File: src/srb_defs.svh
`ifndef SRB_DEFS_SVH
`define SRB_DEFS_SVH

`define SRB_WORD_W 16
`define SRB_DATA_W 12
`define SRB_CNT_W 5
`define SRB_FRAME_BITS 5'h10
`define SRB_CNT_MAX 5'h1f

`define SRB_CMD_READ 4'h0
`define SRB_CMD_CFG_LAST 4'he
`define SRB_CMD_CHECK 4'hf

`define SRB_ADDR_STATUS 4'h0
`define SRB_ADDR_MODE 4'h5
`define SRB_ADDR_DRV 4'h7
`define SRB_ADDR_STB_V 4'hb
`define SRB_ADDR_STB_T 4'hc
`define SRB_ADDR_FAULT_OP 4'hd
`define SRB_ADDR_PWM 4'he
`define SRB_ADDR_REV 4'hf

`define SRB_CHECK_WORD 16'h0d0a
`define SRB_RESET_RESP 16'h8000
`define SRB_DATA_RESET 12'h000

`define SRB_MODE_IGN_HI 11
`define SRB_MODE_IGN_LO 8
`define SRB_MODE_V10_BIT 7
`define SRB_DRV_GP_HI 7
`define SRB_DRV_GP_LO 4
`define SRB_FOP_GAP_MASK 12'hf0f
`define SRB_REV_PAD 2'h0
`define SRB_SYNC_IDLE 3'h2

`endif

File: src/srb_pkg.sv
`default_nettype none
package srb_pkg;
    typedef logic [15:0] srb_word_t;
    typedef logic [11:0] srb_data_t;
    typedef enum logic [1:0] {
        SRB_KIND_STATUS,
        SRB_KIND_REG,
        SRB_KIND_CHECK
    } srb_kind_e;
endpackage : srb_pkg
`default_nettype wire

File: src/srb_sync.sv
`default_nettype none
module srb_sync #(
    parameter int W = 3,
    parameter logic [W-1:0] RST_VAL = '0
) (
    input wire logic clk,
    input wire logic rst_n,
    input wire logic [W-1:0] async_in,
    output logic [W-1:0] sync_out
);
    logic [W-1:0] meta_ff;

    // The first stage feeds only the second stage.
    always_ff @(posedge clk or negedge rst_n) begin
        if (!rst_n) begin
            meta_ff <= RST_VAL;
            sync_out <= RST_VAL;
        end else begin
            meta_ff <= async_in;
            sync_out <= meta_ff;
        end
    end
endmodule : srb_sync
`default_nettype wire

File: src/srb_readback.sv
`include "srb_defs.svh"
`default_nettype none
// Notes on behaviour
// - Check command is answered next frame by fixed signature word 0x0d0a.
// - Read-back words carry reset, range, overvoltage and low-voltage header.
// - A command outside the valid set raises the range flag in next word.
// - Supply flag of all-status word is overvoltage or low voltage.
// - No-max-current flag: current faults while ten-volt drivers are off.
// - Address 0xb returns four threshold fields, channel 3 highest.
// - Address 0xc returns four timer fields, channel 3 highest.
// - Address 0xd returns retry choice in top nibble, shutdown choice low.
// - Address 0xe returns only the last programmed pulse-width settings.
// - Address 0xf gives revision in bits 11-8, calibration flags in 5, 4.
// - Revision word bit 1 is trim parity error, bit 0 trim lockout.
// - Driver on/off bits show commanded register state, not output pins.
// - Ignition-mode channels never show in commanded on/off bits.
// - Write and status-read commands answer with the all-status word.
module srb_readback #(
    parameter logic [3:0] REVISION_IDENTIFIER = 4'h1
) (
    input wire logic clk,
    input wire logic rst_n,
    input wire logic spi_sclk,
    input wire logic spi_cs_n,
    input wire logic spi_si,
    output logic spi_so,
    output logic spi_so_oe,
    input wire logic [3:0] ign_fault,
    input wire logic [3:0] gp_fault,
    input wire logic [3:0] out_fault,
    input wire logic overvoltage,
    input wire logic low_voltage,
    input wire logic maximum_current_input,
    input wire logic nominal_current_input,
    input wire logic calibration_high_flag,
    input wire logic calibration_low_flag,
    input wire logic trim_parity_error,
    input wire logic trim_locked_out
);
    // The revision value above is arbitrary.
    logic [2:0] pins_s;
    logic sclk_prev_ff;
    logic cs_prev_ff;
    logic [15:0] rx_ff;
    logic [15:0] tx_ff;
    logic [4:0] cnt_ff;
    logic rst_flag_ff;
    srb_pkg::srb_word_t resp_ff;
    srb_pkg::srb_data_t regs_ff [0:15];

    // The flops reset to the idle pin levels; otherwise the select line
    // would show a false fall and rise just after reset.
    srb_sync #(
        .W(3),
        .RST_VAL(`SRB_SYNC_IDLE)
    ) u_sync (
        .clk(clk),
        .rst_n(rst_n),
        .async_in({spi_sclk, spi_cs_n, spi_si}),
        .sync_out(pins_s)
    );

    wire sclk_s = pins_s[2];
    wire cs_s = pins_s[1];
    wire si_s = pins_s[0];
    wire sclk_rise = sclk_s & ~sclk_prev_ff & ~cs_s;
    wire sclk_fall = ~sclk_s & sclk_prev_ff & ~cs_s;
    wire cs_fall = ~cs_s & cs_prev_ff;
    wire frame_end = cs_s & ~cs_prev_ff;

    wire [3:0] cmd = rx_ff[15:12];
    wire [3:0] addr = rx_ff[3:0];
    wire good_len = (cnt_ff == `SRB_FRAME_BITS);
    wire bad_read = (cmd == `SRB_CMD_READ) && (rx_ff[11:4] != 8'h00);
    wire cmd_bad = !good_len || bad_read;
    wire cfg_write = good_len && (cmd != `SRB_CMD_READ)
        && (cmd <= `SRB_CMD_CFG_LAST);

    wire [3:0] ign_mode = regs_ff[`SRB_ADDR_MODE]
        [`SRB_MODE_IGN_HI:`SRB_MODE_IGN_LO];
    wire v10_en = regs_ff[`SRB_ADDR_MODE][`SRB_MODE_V10_BIT];
    wire [3:0] gp_cmd = regs_ff[`SRB_ADDR_DRV]
        [`SRB_DRV_GP_HI:`SRB_DRV_GP_LO];
    // Ignition channels follow the parallel pins, so their bits are masked.
    wire [3:0] gp_cmd_shown = gp_cmd & ~ign_mode;
    wire supply_out_of_range_flag = overvoltage | low_voltage;
    // Channels in ignition mode count as off; only the register is consulted.
    wire no_maxcurrent_fault_flag = v10_en
        & (maximum_current_input | nominal_current_input)
        & ((gp_cmd_shown) == 4'h0);

    wire srb_pkg::srb_kind_e kind =
        (good_len && cmd == `SRB_CMD_CHECK) ? srb_pkg::SRB_KIND_CHECK :
        (good_len && cmd == `SRB_CMD_READ && !bad_read
            && addr != `SRB_ADDR_STATUS) ? srb_pkg::SRB_KIND_REG :
        srb_pkg::SRB_KIND_STATUS;

    function automatic srb_pkg::srb_word_t with_header(
        input logic rflag,
        input logic command_out_of_range_flag,
        input srb_pkg::srb_data_t data
    );
        with_header = {rflag, command_out_of_range_flag, overvoltage, low_voltage, data};
    endfunction : with_header

    wire srb_pkg::srb_data_t rev_data = {REVISION_IDENTIFIER, `SRB_REV_PAD,
        calibration_high_flag, calibration_low_flag, `SRB_REV_PAD,
        trim_parity_error, trim_locked_out};
    wire srb_pkg::srb_data_t drv_data = {regs_ff[`SRB_ADDR_DRV][11:8],
        gp_cmd_shown, regs_ff[`SRB_ADDR_DRV][3:0]};
    wire srb_pkg::srb_data_t reg_data =
        (addr == `SRB_ADDR_REV) ? rev_data :
        (addr == `SRB_ADDR_DRV) ? drv_data :
        (addr == `SRB_ADDR_FAULT_OP) ?
            (regs_ff[addr] & `SRB_FOP_GAP_MASK) :
        regs_ff[addr];
    wire srb_pkg::srb_word_t status_word = {rst_flag_ff, cmd_bad,
        supply_out_of_range_flag, no_maxcurrent_fault_flag,
        ign_fault, gp_fault, out_fault};
    wire srb_pkg::srb_word_t nxt_resp =
        (kind == srb_pkg::SRB_KIND_CHECK) ? `SRB_CHECK_WORD :
        (kind == srb_pkg::SRB_KIND_REG) ?
            with_header(rst_flag_ff, cmd_bad, reg_data) :
        status_word;

    always_ff @(posedge clk or negedge rst_n) begin
        if (!rst_n) begin
            sclk_prev_ff <= 1'b0;
            cs_prev_ff <= 1'b1;
        end else begin
            sclk_prev_ff <= sclk_s;
            cs_prev_ff <= cs_s;
        end
    end

    // The bit count saturates so an overlong frame still reads as bad.
    always_ff @(posedge clk or negedge rst_n) begin
        if (!rst_n) begin
            rx_ff <= '0;
            cnt_ff <= '0;
        end else if (cs_fall) begin
            cnt_ff <= '0;
        end else if (sclk_rise) begin
            rx_ff <= {rx_ff[14:0], si_s};
            if (cnt_ff != `SRB_CNT_MAX) begin
                cnt_ff <= cnt_ff + 5'h01;
            end
        end
    end

    // The answer is frozen at frame end, so it reflects status at that time.
    always_ff @(posedge clk or negedge rst_n) begin
        if (!rst_n) begin
            resp_ff <= `SRB_RESET_RESP;
            rst_flag_ff <= 1'b1;
        end else if (frame_end) begin
            resp_ff <= nxt_resp;
            rst_flag_ff <= 1'b0;
        end
    end

    always_ff @(posedge clk or negedge rst_n) begin
        if (!rst_n) begin
            for (int i = 0; i < 16; i++) begin
                regs_ff[i] <= `SRB_DATA_RESET;
            end
        end else if (frame_end && cfg_write) begin
            regs_ff[cmd] <= rx_ff[11:0];
        end
    end

    // Output changes on the falling clock edge for the master to sample.
    always_ff @(posedge clk or negedge rst_n) begin
        if (!rst_n) begin
            tx_ff <= '0;
            spi_so <= 1'b0;
            spi_so_oe <= 1'b0;
        end else if (cs_fall) begin
            spi_so <= resp_ff[15];
            tx_ff <= {resp_ff[14:0], 1'b0};
            spi_so_oe <= 1'b1;
        end else if (frame_end) begin
            spi_so_oe <= 1'b0;
        end else if (sclk_fall) begin
            spi_so <= tx_ff[15];
            tx_ff <= {tx_ff[14:0], 1'b0};
        end
    end

    // Assertion helper: data of the last pulse-width write that was taken.
    srb_pkg::srb_data_t pwm_seen_ff;
    always_ff @(posedge clk or negedge rst_n) begin
        if (!rst_n) begin
            pwm_seen_ff <= `SRB_DATA_RESET;
        end else if (frame_end && good_len && cmd == `SRB_ADDR_PWM) begin
            pwm_seen_ff <= rx_ff[11:0];
        end
    end
endmodule : srb_readback
`default_nettype wire

File: config.mk
export PLATFORM = sky130hd
export DESIGN_NAME = srb_readback
export DESIGN_NICKNAME = d
export VERILOG_FILES = /design/src/srb_pkg.sv /design/src/srb_sync.sv /design/src/srb_readback.sv
export VERILOG_INCLUDE_DIRS = /design/src
export SDC_FILE = /design/constraint.sdc
export NUM_CORES = 1
export LEC_CHECK = 0
export ABC_AREA = 1
export BUFFER_PORTS_ARGS = -buffer_cell sky130_fd_sc_hd__buf_2
export CAP_MARGIN = 20
export CORE_MARGIN = 2
export CORE_UTILIZATION = 45
export CTS_CLUSTER_DIAMETER = 150
export CTS_CLUSTER_SIZE = 20
export DETAILED_ROUTE_END_ITERATION = 16
export GPL_TIMING_DRIVEN = 0
export PLACE_DENSITY = 0.71
export SYNTH_ARGS = -nofsm -noshare
export SYNTH_HDL_FRONTEND = slang
export SYNTH_SLANG_ARGS = --single-unit
File: constraint.sdc
create_clock -name clk -period 2.8 [get_ports clk]
set_input_delay 0.28 -clock clk [delete_from_list [all_inputs] [get_ports clk]]
set_output_delay 0.28 -clock clk [all_outputs]
set_load 0.005 [all_outputs]
==> results of run 1 <==
[worst max-delay path, stage by stage, from the launching register on]
cell and delay, ns:
dfrtp_1 0.32, buf_2 0.16, inv_1 0.11, nand2_2 0.26
inv_2 0.20, buf_2 0.30, nand2_1 0.11, nand2_1 0.08
o21ai_0 0.38, nand4_1 0.30, nand3_1 0.15, nand2_1 0.06
nand2_1 0.05, nand2_1 0.05
[layout make-up]
class / instances / area share
buffer: 107 / 0.0393
sequential: 255 / 0.500
tap: 330 / 0.0324
clock buffer: 23 / 0.0351
multi-input combinational: 981 / 0.348
clock inverter: 1 / 0.000588
timing repair buffer: 32 / 0.0184
inverter: 87 / 0.0258
[flip-flops by register name, indices dropped and copies added, names as in the netlist]
| name | count |
|---|---|
| regs_ff | 176 |
| resp_ff | 16 |
| rx_ff | 16 |
| tx_ff | 15 |
| drv_data | 8 |
| cnt_ff | 5 |
| gp_cmd | 4 |
| ign_mode | 4 |
| u_sync.meta_ff | 3 |
| u_sync.sync_out | 3 |
| cs_prev_ff | 1 |
| rst_flag_ff | 1 |
| sclk_prev_ff | 1 |
| spi_so | 1 |
| spi_so_oe | 1 |
[cells in the final DEF (no fill, tap or decap), types with 14 or more instances in the layout]
master / n
a31oi_1: 14
o21ai_0: 163
nand3_1: 41
inv_1: 81
a21oi_1: 20
o21ai_1: 61
nand2_1: 534
clkbuf_1: 77
buf_2: 51
clkbuf_16: 17
dfrtp_1: 250
nor2_1: 76
[cells by family after synthesis]
logic type	after synthesis	share of synthesized area
adder cells (fa/ha/maj)	6	0.00644
buffers and inverters	194	0.0713
AO/OA/AOI/OAI	287	0.131
AND/OR/NAND/NOR	688	0.243
flip-flops	255	0.548
[how the worst min path moves through the flow]
stage | to | depth (start not counted)
global route | resp_ff[13] | 3
floorplan | cnt_ff[0] | 0
finish | resp_ff[13] | 3
detailed placement | rx_ff[8] | 1
global placement | u_sync.sync_out[2] | 0
CTS | resp_ff[13] | 3
[metrics by stage]
stage / std cells / TNS [ns] / utilization
after global placement: 1786 / -788.67 / 0.482
after global routing: 1816 / 0 / 0.504
after CTS: 1816 / 0 / 0.504
after floorplan: 1430 / 0 / -
after detailed placement: 1788 / 0 / 0.484
final: 1816 / 0 / 0.504
[routing by layer]
metal	vias to the layer above	part of all wire	track usage
met4	0	0.052	0.109
met3	108	0.087	0.0467
li1	4643	-	-
met1	4822	0.41	0.368
met2	489	0.45	0.439
met5	-	0	0
[power breakdown]
part	internal (W)	total (W)	switching, W
combinational	0.000355	0.00162	0.00126
clock	0.00112	0.00239	0.00127
sequential	0.00381	0.00389	0.0000806
total	0.00529	0.00790	0.00261
[timing repair]
item	4_1_cts	5_1_grt
setup buffers	0	0
gates resized for setup	0	1
endpoints found under the hold margin	117	0
hold buffers	4	0
endpoints found under the setup margin	0	1
==> flow_summary.yaml, run 1 <==
outcome:
  status: "completed"
cells_and_area:
  layout-drive-gt1-share: 0.0794
  multiInputGateArea_sq_um: 4440
  final_area_sq_um: 12800
  area_growth_syn_to_layout_pct: 9.49
  nets: 1511
  seqCellArea_sq_um: 6390
  fill_cells: 2414
  diodes: 0
sta:
  max_freq_mhz: 378
  hold_viol: 0
  post-route-period-util: 0.945
  rsz0062_at_grt: "no"
  tightest_slew_ns: 0.913
  fin_crit_ns: 2.65
  slew_violations: 0
  fin_ws_ns: 0.153
  setup_violations: 0
  holdWs_ns: 0.0551
  relSlewSlack: 0.391
  fin_skew_ns: 0.0187
yosys:
  synth_top_area_share: 0.537
  ys_warn_count: 0
  yosysMostFrequentCell: "nand2_1"
  synth_fp_nets: 1461
  ys.flop_type: "dfrtp_1"
  synth_commonest_cells: "nand2_1, dfrtp_1, o21ai_0"
  synth_area_leaders: "dfrtp_1, nand2_1, o21ai_0"
  yosysUniqueCellTypes: 39
  syn_inst: 1430
  yosysTopAreaCell: "dfrtp_1"
  syn_area_per_cell_sq_um: 8.15
  synthArstFlopShare: 1.00
  synthesis.area_sq_um: 11700
  yosysSeqAreaShare: 0.548
  synth-seq-cells: 255
  synth-edff-count: 0
global_route:
  grt_start_max_net_pins: 124
  overflow: 0
  grt_pass1_vias: 9594
  antenna_found_initial: 0
  grt_usage: 0.273
  grt_pass1_wl_mm: 55.2
route:
  wirelength_mm: 36.2
  routed_via_density: 5.54
  wire_per_inst_um: 19.9
  drtIter0Drc: 1286
  vias: 10062
  drc: 0
  drt-pass1-iter-count: 6
  ant_nets: 0
placed_design:
  place_ws_ns: 0.213
  hpwl_mm: 24.7
  placed_cell_area_sq_um: 12300
  io_buffers: 26
  gp_congestion: 0.981
setup_path:
  r2r_start: "rx_ff[1]"
  crit_fanout: 10
  worstSetupStartpointType: "flip-flop"
  setup.worst_path.class: "reg -> reg"
  cp-endpoint: "resp_ff[9]"
  worstSetupEndpointType: "flip-flop"
  required_ns: 3.20
  r2r_end: "resp_ff[9]"
  critPathLaunch: "rx_ff[1]"
  r2r_cells: 13
  reg2reg_setup_slack_ns: 0.15
  cp_data_arrival_time_ns: 3.05
clock_network:
  cts.sinks: 255
  cts_tree: "done"
  clk_pin_slew_ns: 0.09
  clk_path_buf_depth: 3
  h-tree-depth: 1
  clock_latency_ns: 0.51
  cts_root_buf: "clkbuf_16"
  numCtsBuffers: 16
floorplan:
  dieHeight_um: 165
  start_util: 0.460
  die-area_sq_um: 27200
  coreArea_sq_um: 25300
  die_w_um: 165
  num_rows: 58
  ios: 27
pwr:
  leakage_nw: 5.94
  power_w: 0.00790
  vdd_ir_drop_max_mv: 0.426
  cellPowerDensity_nw_per_um2: 619
flow_run:
  cap_violations: 0
worst_hold_path:
  holdCritStartpoint: "overvoltage"
  hold_path_class: "in -> reg"
Note: power is estimated with default switching activity, not from simulation.
==> run 2, diff against run 1 <==
--- a/config.mk
+++ b/config.mk
@@ -9,3 +9,3 @@
 export ABC_AREA = 1
-export BUFFER_PORTS_ARGS = -buffer_cell sky130_fd_sc_hd__buf_2
+export BUFFER_PORTS_ARGS = -buffer_cell sky130_fd_sc_hd__clkbuf_2
 export CAP_MARGIN = 20
--- a/constraint.sdc
+++ b/constraint.sdc
@@ -3,2 +3,2 @@
 set_output_delay 0.28 -clock clk [all_outputs]
-set_load 0.005 [all_outputs]
+set_load 0.05 [all_outputs]
==> run 2 against run 1 <==
Compared with the run above: sequential share of layout area about the same; final cell count barely moved; clock skew fell by 0.0038 ns.
==> flow_summary.yaml, run 2 (synthesis results as in run 1) <==
outcome:
  status: "completed"
worst_hold_path:
  hold_path_class: "in -> reg"
  whs_endpoint: "resp_ff[13]"
  holdCritStartpoint: "overvoltage"
  min_path_cells: 3
clock_network:
  clock_latency_ns: 0.51
  post_cts_buffers: 0
  cts.sinks: 255
  h-tree-depth: 1
  clk_pin_slew_ns: 0.09
  cts_root_buf: "clkbuf_16"
  numCtsBuffers: 16
  clk_path_buf_depth: 3
  cts_tree: "done"
sta:
  fin_ws_ns: 0.233
  relSlewSlack: 0.376
  setup_violations: 0
  max_freq_mhz: 390
  hold_viol: 0
  finalSetupTns_ns: 0
  post-route-period-util: 0.917
  slew_violations: 0
  holdWs_ns: 0.0489
  rsz0062_at_grt: "no"
  fin_crit_ns: 2.57
  fin_skew_ns: 0.0149
  tightest_slew_ns: 0.936
cells_and_area:
  diodes: 0
  final_cell_mix: "nand2_1, dfrtp_1, o21ai_0"
  fill_cells: 2418
  top_register: "regs_ff"
  area_growth_syn_to_layout_pct: 9.45
  layout-drive-gt1-share: 0.0795
  largestRegisters: "regs_ff (176), resp_ff (16), rx_ff (16)"
  final_common_cell: "nand2_1"
  layout.cells.non_filler: 1815
  largest_register_ffs: 176
  nets: 1511
global_route:
  grt_pass1_vias: 9741
  grt_start_max_net_pins: 117
  grt_usage: 0.275
  overflow: 0
  grt_pass1_wl_mm: 55.9
  antenna_found_initial: 0
setup_path:
  cp_data_arrival_time_ns: 2.99
  worstSetupEndpointType: "flip-flop"
  r2r_end: "resp_ff[10]"
  reg2reg_setup_slack_ns: 0.23
  setup.worst_path.class: "reg -> reg"
  worstSetupStartpointType: "flip-flop"
  r2r_cells: 8
  crit_fanout: 10
  r2r_start: "rx_ff[0]"
  required_ns: 3.22
route:
  drt-pass1-iter-count: 6
  vias: 10068
  wirelength_mm: 36.5
  wire_per_inst_um: 20.1
  drc: 0
  ant_nets: 0
  drtIter0Drc: 1308
  routed_via_density: 5.55
floorplan:
  die-area_sq_um: 27200
  ios: 27
  die_w_um: 165
  num_rows: 58
  start_util: 0.460
  coreArea_sq_um: 25300
  dieHeight_um: 165
pwr:
  p_switching_w: 0.00263
  cellPowerDensity_nw_per_um2: 620
  pwr-share-seq: 0.493
  power_w: 0.00791
  comb_power_share: 0.207
  swShare: 0.332
  vdd_ir_drop_max_mv: 0.509
  leakage_nw: 5.95
  internal_power_w: 0.00528
  clkPwrFrac: 0.300
flow_run:
  cap_violations: 0
placed_design:
  io_buffers: 26
  placed_cells: 1788
  hpwl_mm: 24.9
  place_ws_ns: 0.200
  gp_congestion: 0.982
run 2: cell type report:
cell class | count | area, sq um | area share
inverters | 87 | 329 | 0.0258
flip-flops and latches | 255 | 6390 | 0.501
clock inverters | 1 | 7.51 | 0.000588
clock buffers | 22 | 444 | 0.0348
multi-input cells | 981 | 4440 | 0.348
repair buffers | 32 | 234 | 0.0183
plain buffers | 107 | 502 | 0.0393
well taps | 330 | 413 | 0.0324
run 2: how the worst max path moves through the flow:
| stage | cells after the start | startpoint | end |
|---|---|---|---|
| final | 8 | rx_ff[0] | resp_ff[10] |
| after global routing | 8 | u_sync.sync_out[1] | regs_ff[42] |
| after CTS | 13 | rx_ff[1] | resp_ff[9] |
| after detailed placement | 13 | rx_ff[1] | resp_ff[9] |
| after global placement | 1 | rst_n | regs_ff[78] |
| after floorplan | 9 | u_sync.sync_out[1] | regs_ff[79] |
run 2: what timing repair did:
item	CTS	global route
endpoints found under the hold margin	36	0
gates resized for setup	0	1
hold buffers	4	0
setup endpoints to repair	0	1
run 2: critical path, cell delays in order, from the launching register on:
cell      delay, ns
dfrtp_1        0.50
nor2_1         0.35
clkbuf_1       0.66
a22oi_1        0.24
o21ai_0        0.20
nand2_1        0.15
nand4_1        0.17
nand2_1        0.09
a21oi_1        0.13
run 2: power groups by stage:
stage | clock network, W | registers, W | logic, W
floorplan | 0 | 0.00396 | 0.000846
global placement | 0 | 0.00396 | 0.00155
detailed placement | 0 | 0.00397 | 0.00158
CTS | 0.00238 | 0.00390 | 0.00159
global route | 0.00253 | 0.00391 | 0.00174
finish | 0.00238 | 0.00390 | 0.00164
run 2: through the flow:
| step | cell area (sq um) | utilization |
|---|---|---|
| global route | 12800 | 0.504 |
| global placement | 12200 | 0.482 |
| finish | 12800 | 0.504 |
| floorplan | 11700 | - |
| detailed placement | 12300 | 0.484 |
| CTS | 12800 | 0.504 |
run 2: per-layer routing:
| metal | part of all wire | vias up | GRT usage |
|---|---|---|---|
| met5 | 0 | - | 0 |
| met4 | 0.043 | 0 | 0.0972 |
| met3 | 0.083 | 99 | 0.0482 |
| met2 | 0.45 | 434 | 0.444 |
| met1 | 0.42 | 4888 | 0.375 |
| li1 | - | 4647 | - |
==> run 3, diff against run 2 <==
SYNTH_HIERARCHICAL = 1   (was not set)
==> run 3 against run 2 <==
Compared with the run above: clock skew is 0.0013 ns higher; critical endpoint is now resp_ff[6]; largest cell class unchanged; wire length is 4.0% lower; design area is 1.2% lower.
==> flow_summary.yaml, run 3 <==
outcome:
  status: "completed"
setup_path:
  worstSetupEndpointType: "flip-flop"
  crit_fanout: 10
  worstSetupStartpointType: "flip-flop"
  required_ns: 3.20
  cp_data_arrival_time_ns: 3.00
  setup.worst_path.class: "reg -> reg"
global_route:
  overflow: 0
  grt_usage: 0.266
  grt_pass1_wl_mm: 54.3
  grt_start_max_net_pins: 98
  antenna_found_initial: 0
  grt_pass1_vias: 9502
floorplan:
  die_w_um: 164
  start_util: 0.458
  coreArea_sq_um: 25100
  die-area_sq_um: 26900
  num_rows: 58
  dieHeight_um: 164
  ios: 27
cells_and_area:
  nets: 1500
  diodes: 0
  fill_cells: 2448
  fin_util: 0.502
  final_area_sq_um: 12600
  largestRegisters: "regs_ff (176), resp_ff (16), rx_ff (16)"
  top_register: "regs_ff"
  layout-drive-gt1-share: 0.0753
  final_common_cell: "nand2_1"
  largest_register_ffs: 176
  area_growth_syn_to_layout_pct: 9.55
  final_cell_mix: "nand2_1, dfrtp_1, o21ai_0"
flow_run:
  cap_violations: 0
pwr:
  leakage_nw: 5.90
  vdd_ir_drop_max_mv: 0.501
  power_w: 0.00789
  cellPowerDensity_nw_per_um2: 626
sta:
  relSlewSlack: 0.398
  setup_violations: 0
  hold_viol: 0
  rsz0062_at_grt: "no"
  tightest_slew_ns: 0.902
  fin_skew_ns: 0.0162
  slew_violations: 0
  post-route-period-util: 0.927
  max_freq_mhz: 385
  fin_crit_ns: 2.60
yosys:
  yosysSeqAreaShare: 0.555
  yosysTopAreaCell: "dfrtp_1"
  synth_commonest_cells: "nand2_1, dfrtp_1, o21ai_0"
  synth_area_leaders: "dfrtp_1, nand2_1, o21ai_0"
  syn_inst: 1419
  syn_area_per_cell_sq_um: 8.11
  ys_warn_count: 6
  synth-seq-cells: 255
  synth_top_area_share: 0.544
  yosysMostFrequentCell: "nand2_1"
  synth_fp_nets: 1450
  yosysUniqueCellTypes: 36
  ys.flop_type: "dfrtp_1"
  synth-edff-count: 0
  synthesis.area_sq_um: 11500
  synthArstFlopShare: 1.00
clock_network:
  clk_pin_slew_ns: 0.09
  h-tree-depth: 1
  numCtsBuffers: 16
  clock_latency_ns: 0.51
  clk_path_buf_depth: 3
  cts_tree: "done"
  cts_root_buf: "clkbuf_16"
  cts.sinks: 255
route:
  routed_via_density: 5.59
  vias: 10087
  drc: 0
  drtIter0Drc: 1242
  wire_per_inst_um: 19.4
  ant_nets: 0
  wirelength_mm: 35.0
  drt-pass1-iter-count: 5
worst_hold_path:
  hold_path_class: "in -> reg"
placed_design:
  hpwl_mm: 23.6
  io_buffers: 26
  placed_cell_area_sq_um: 12100
  gp_congestion: 0.962
-- run 3: cell types whose count changed after synthesis, sizes merged, moves of 4 or more --
cell / previous run / this run
o21ai: 228 / 237
nor2: 80 / 97
nand2: 540 / 510
a21oi: 20 / 24
inv: 84 / 78
-- run 3: path summary, 6_finish.rpt --
check                             startpoint                  to  slack, ns  depth (start not counted)
setup / recovery                    rx_ff[0]          resp_ff[6]       0.20                         13
hold / removal                   overvoltage         resp_ff[13]       0.04                          3
setup reg to reg                    rx_ff[0]          resp_ff[6]       0.20                         13
hold reg to reg            u_sync/meta_ff[1]  u_sync/sync_out[1]       0.36                          0
max in group asynchronous              rst_n          regs_ff[9]       1.58                          3
min in group asynchronous              rst_n           spi_so_oe       0.34                          2
-- run 3: cell type report --
| type | count | area (sq um) | area share |
|---|---|---|---|
| repair buffers | 32 | 234 | 0.0186 |
| clock buffers | 22 | 444 | 0.0352 |
| multi-input cells | 977 | 4340 | 0.344 |
| inverters | 80 | 300 | 0.0238 |
| clock inverters | 1 | 7.51 | 0.000596 |
| plain buffers | 107 | 483 | 0.0383 |
| flip-flops and latches | 255 | 6390 | 0.507 |
| well taps | 330 | 413 | 0.0328 |
-- run 3: cells by family after synthesis --
| kind of cell | count (synthesis) | synth area share |
|---|---|---|
| adder cells (fa/ha/maj) | 6 | 0.00652 |
| flip-flops | 255 | 0.555 |
| AO/OA/AOI/OAI | 296 | 0.136 |
| buffers and inverters | 187 | 0.0681 |
| AND/OR/NAND/NOR | 675 | 0.234 |
-- run 3: critical path: stages (launching register included) --
cell and delay [ns]:
dfrtp_1 0.34, buf_4 0.21, clkbuf_1 0.64, nand2_1 0.14
nand3_1 0.12, nand2_1 0.09, nand2_1 0.07, nand2_1 0.14
o21ai_0 0.43, nand2_1 0.09, nand2_1 0.08, nand2_1 0.05
nand2_1 0.05, nand2_1 0.05
-- run 3: layer usage --
metal / part of all wire / global-route usage / up-vias
li1: - / - / 4622
met3: 0.081 / 0.0472 / 112
met4: 0.053 / 0.113 / 0
met1: 0.43 / 0.373 / 4851
met2: 0.43 / 0.408 / 502
met5: 0 / 0 / -
-- run 3: power breakdown --
part / internal (W) / switching, W
registers: 0.00381 / 0.0000776
clock network: 0.00112 / 0.00126
logic: 0.000363 / 0.00125
-- run 3: through the flow --
| step | setup slack, ns | hold WS [ns] | cells | TNS [ns] |
|---|---|---|---|---|
| floorplan | 0.899 | -0.0156 | 1419 | 0 |
| global placement | -3.80 | 0.338 | 1775 | -953.53 |
| detailed placement | 0.353 | 0.329 | 1777 | 0 |
| CTS | 0.338 | 0.0340 | 1804 | 0 |
| global route | 0.0584 | 0.0600 | 1804 | 0 |
| finish | 0.203 | 0.0357 | 1804 | 0 |
-- run 3: timing repair --
item | CTS | global route
hold buffers | 4 | 0
buffers inserted | 0 | 0
hold endpoints to repair | 64 | 0
gates resized for setup | 0 | 0
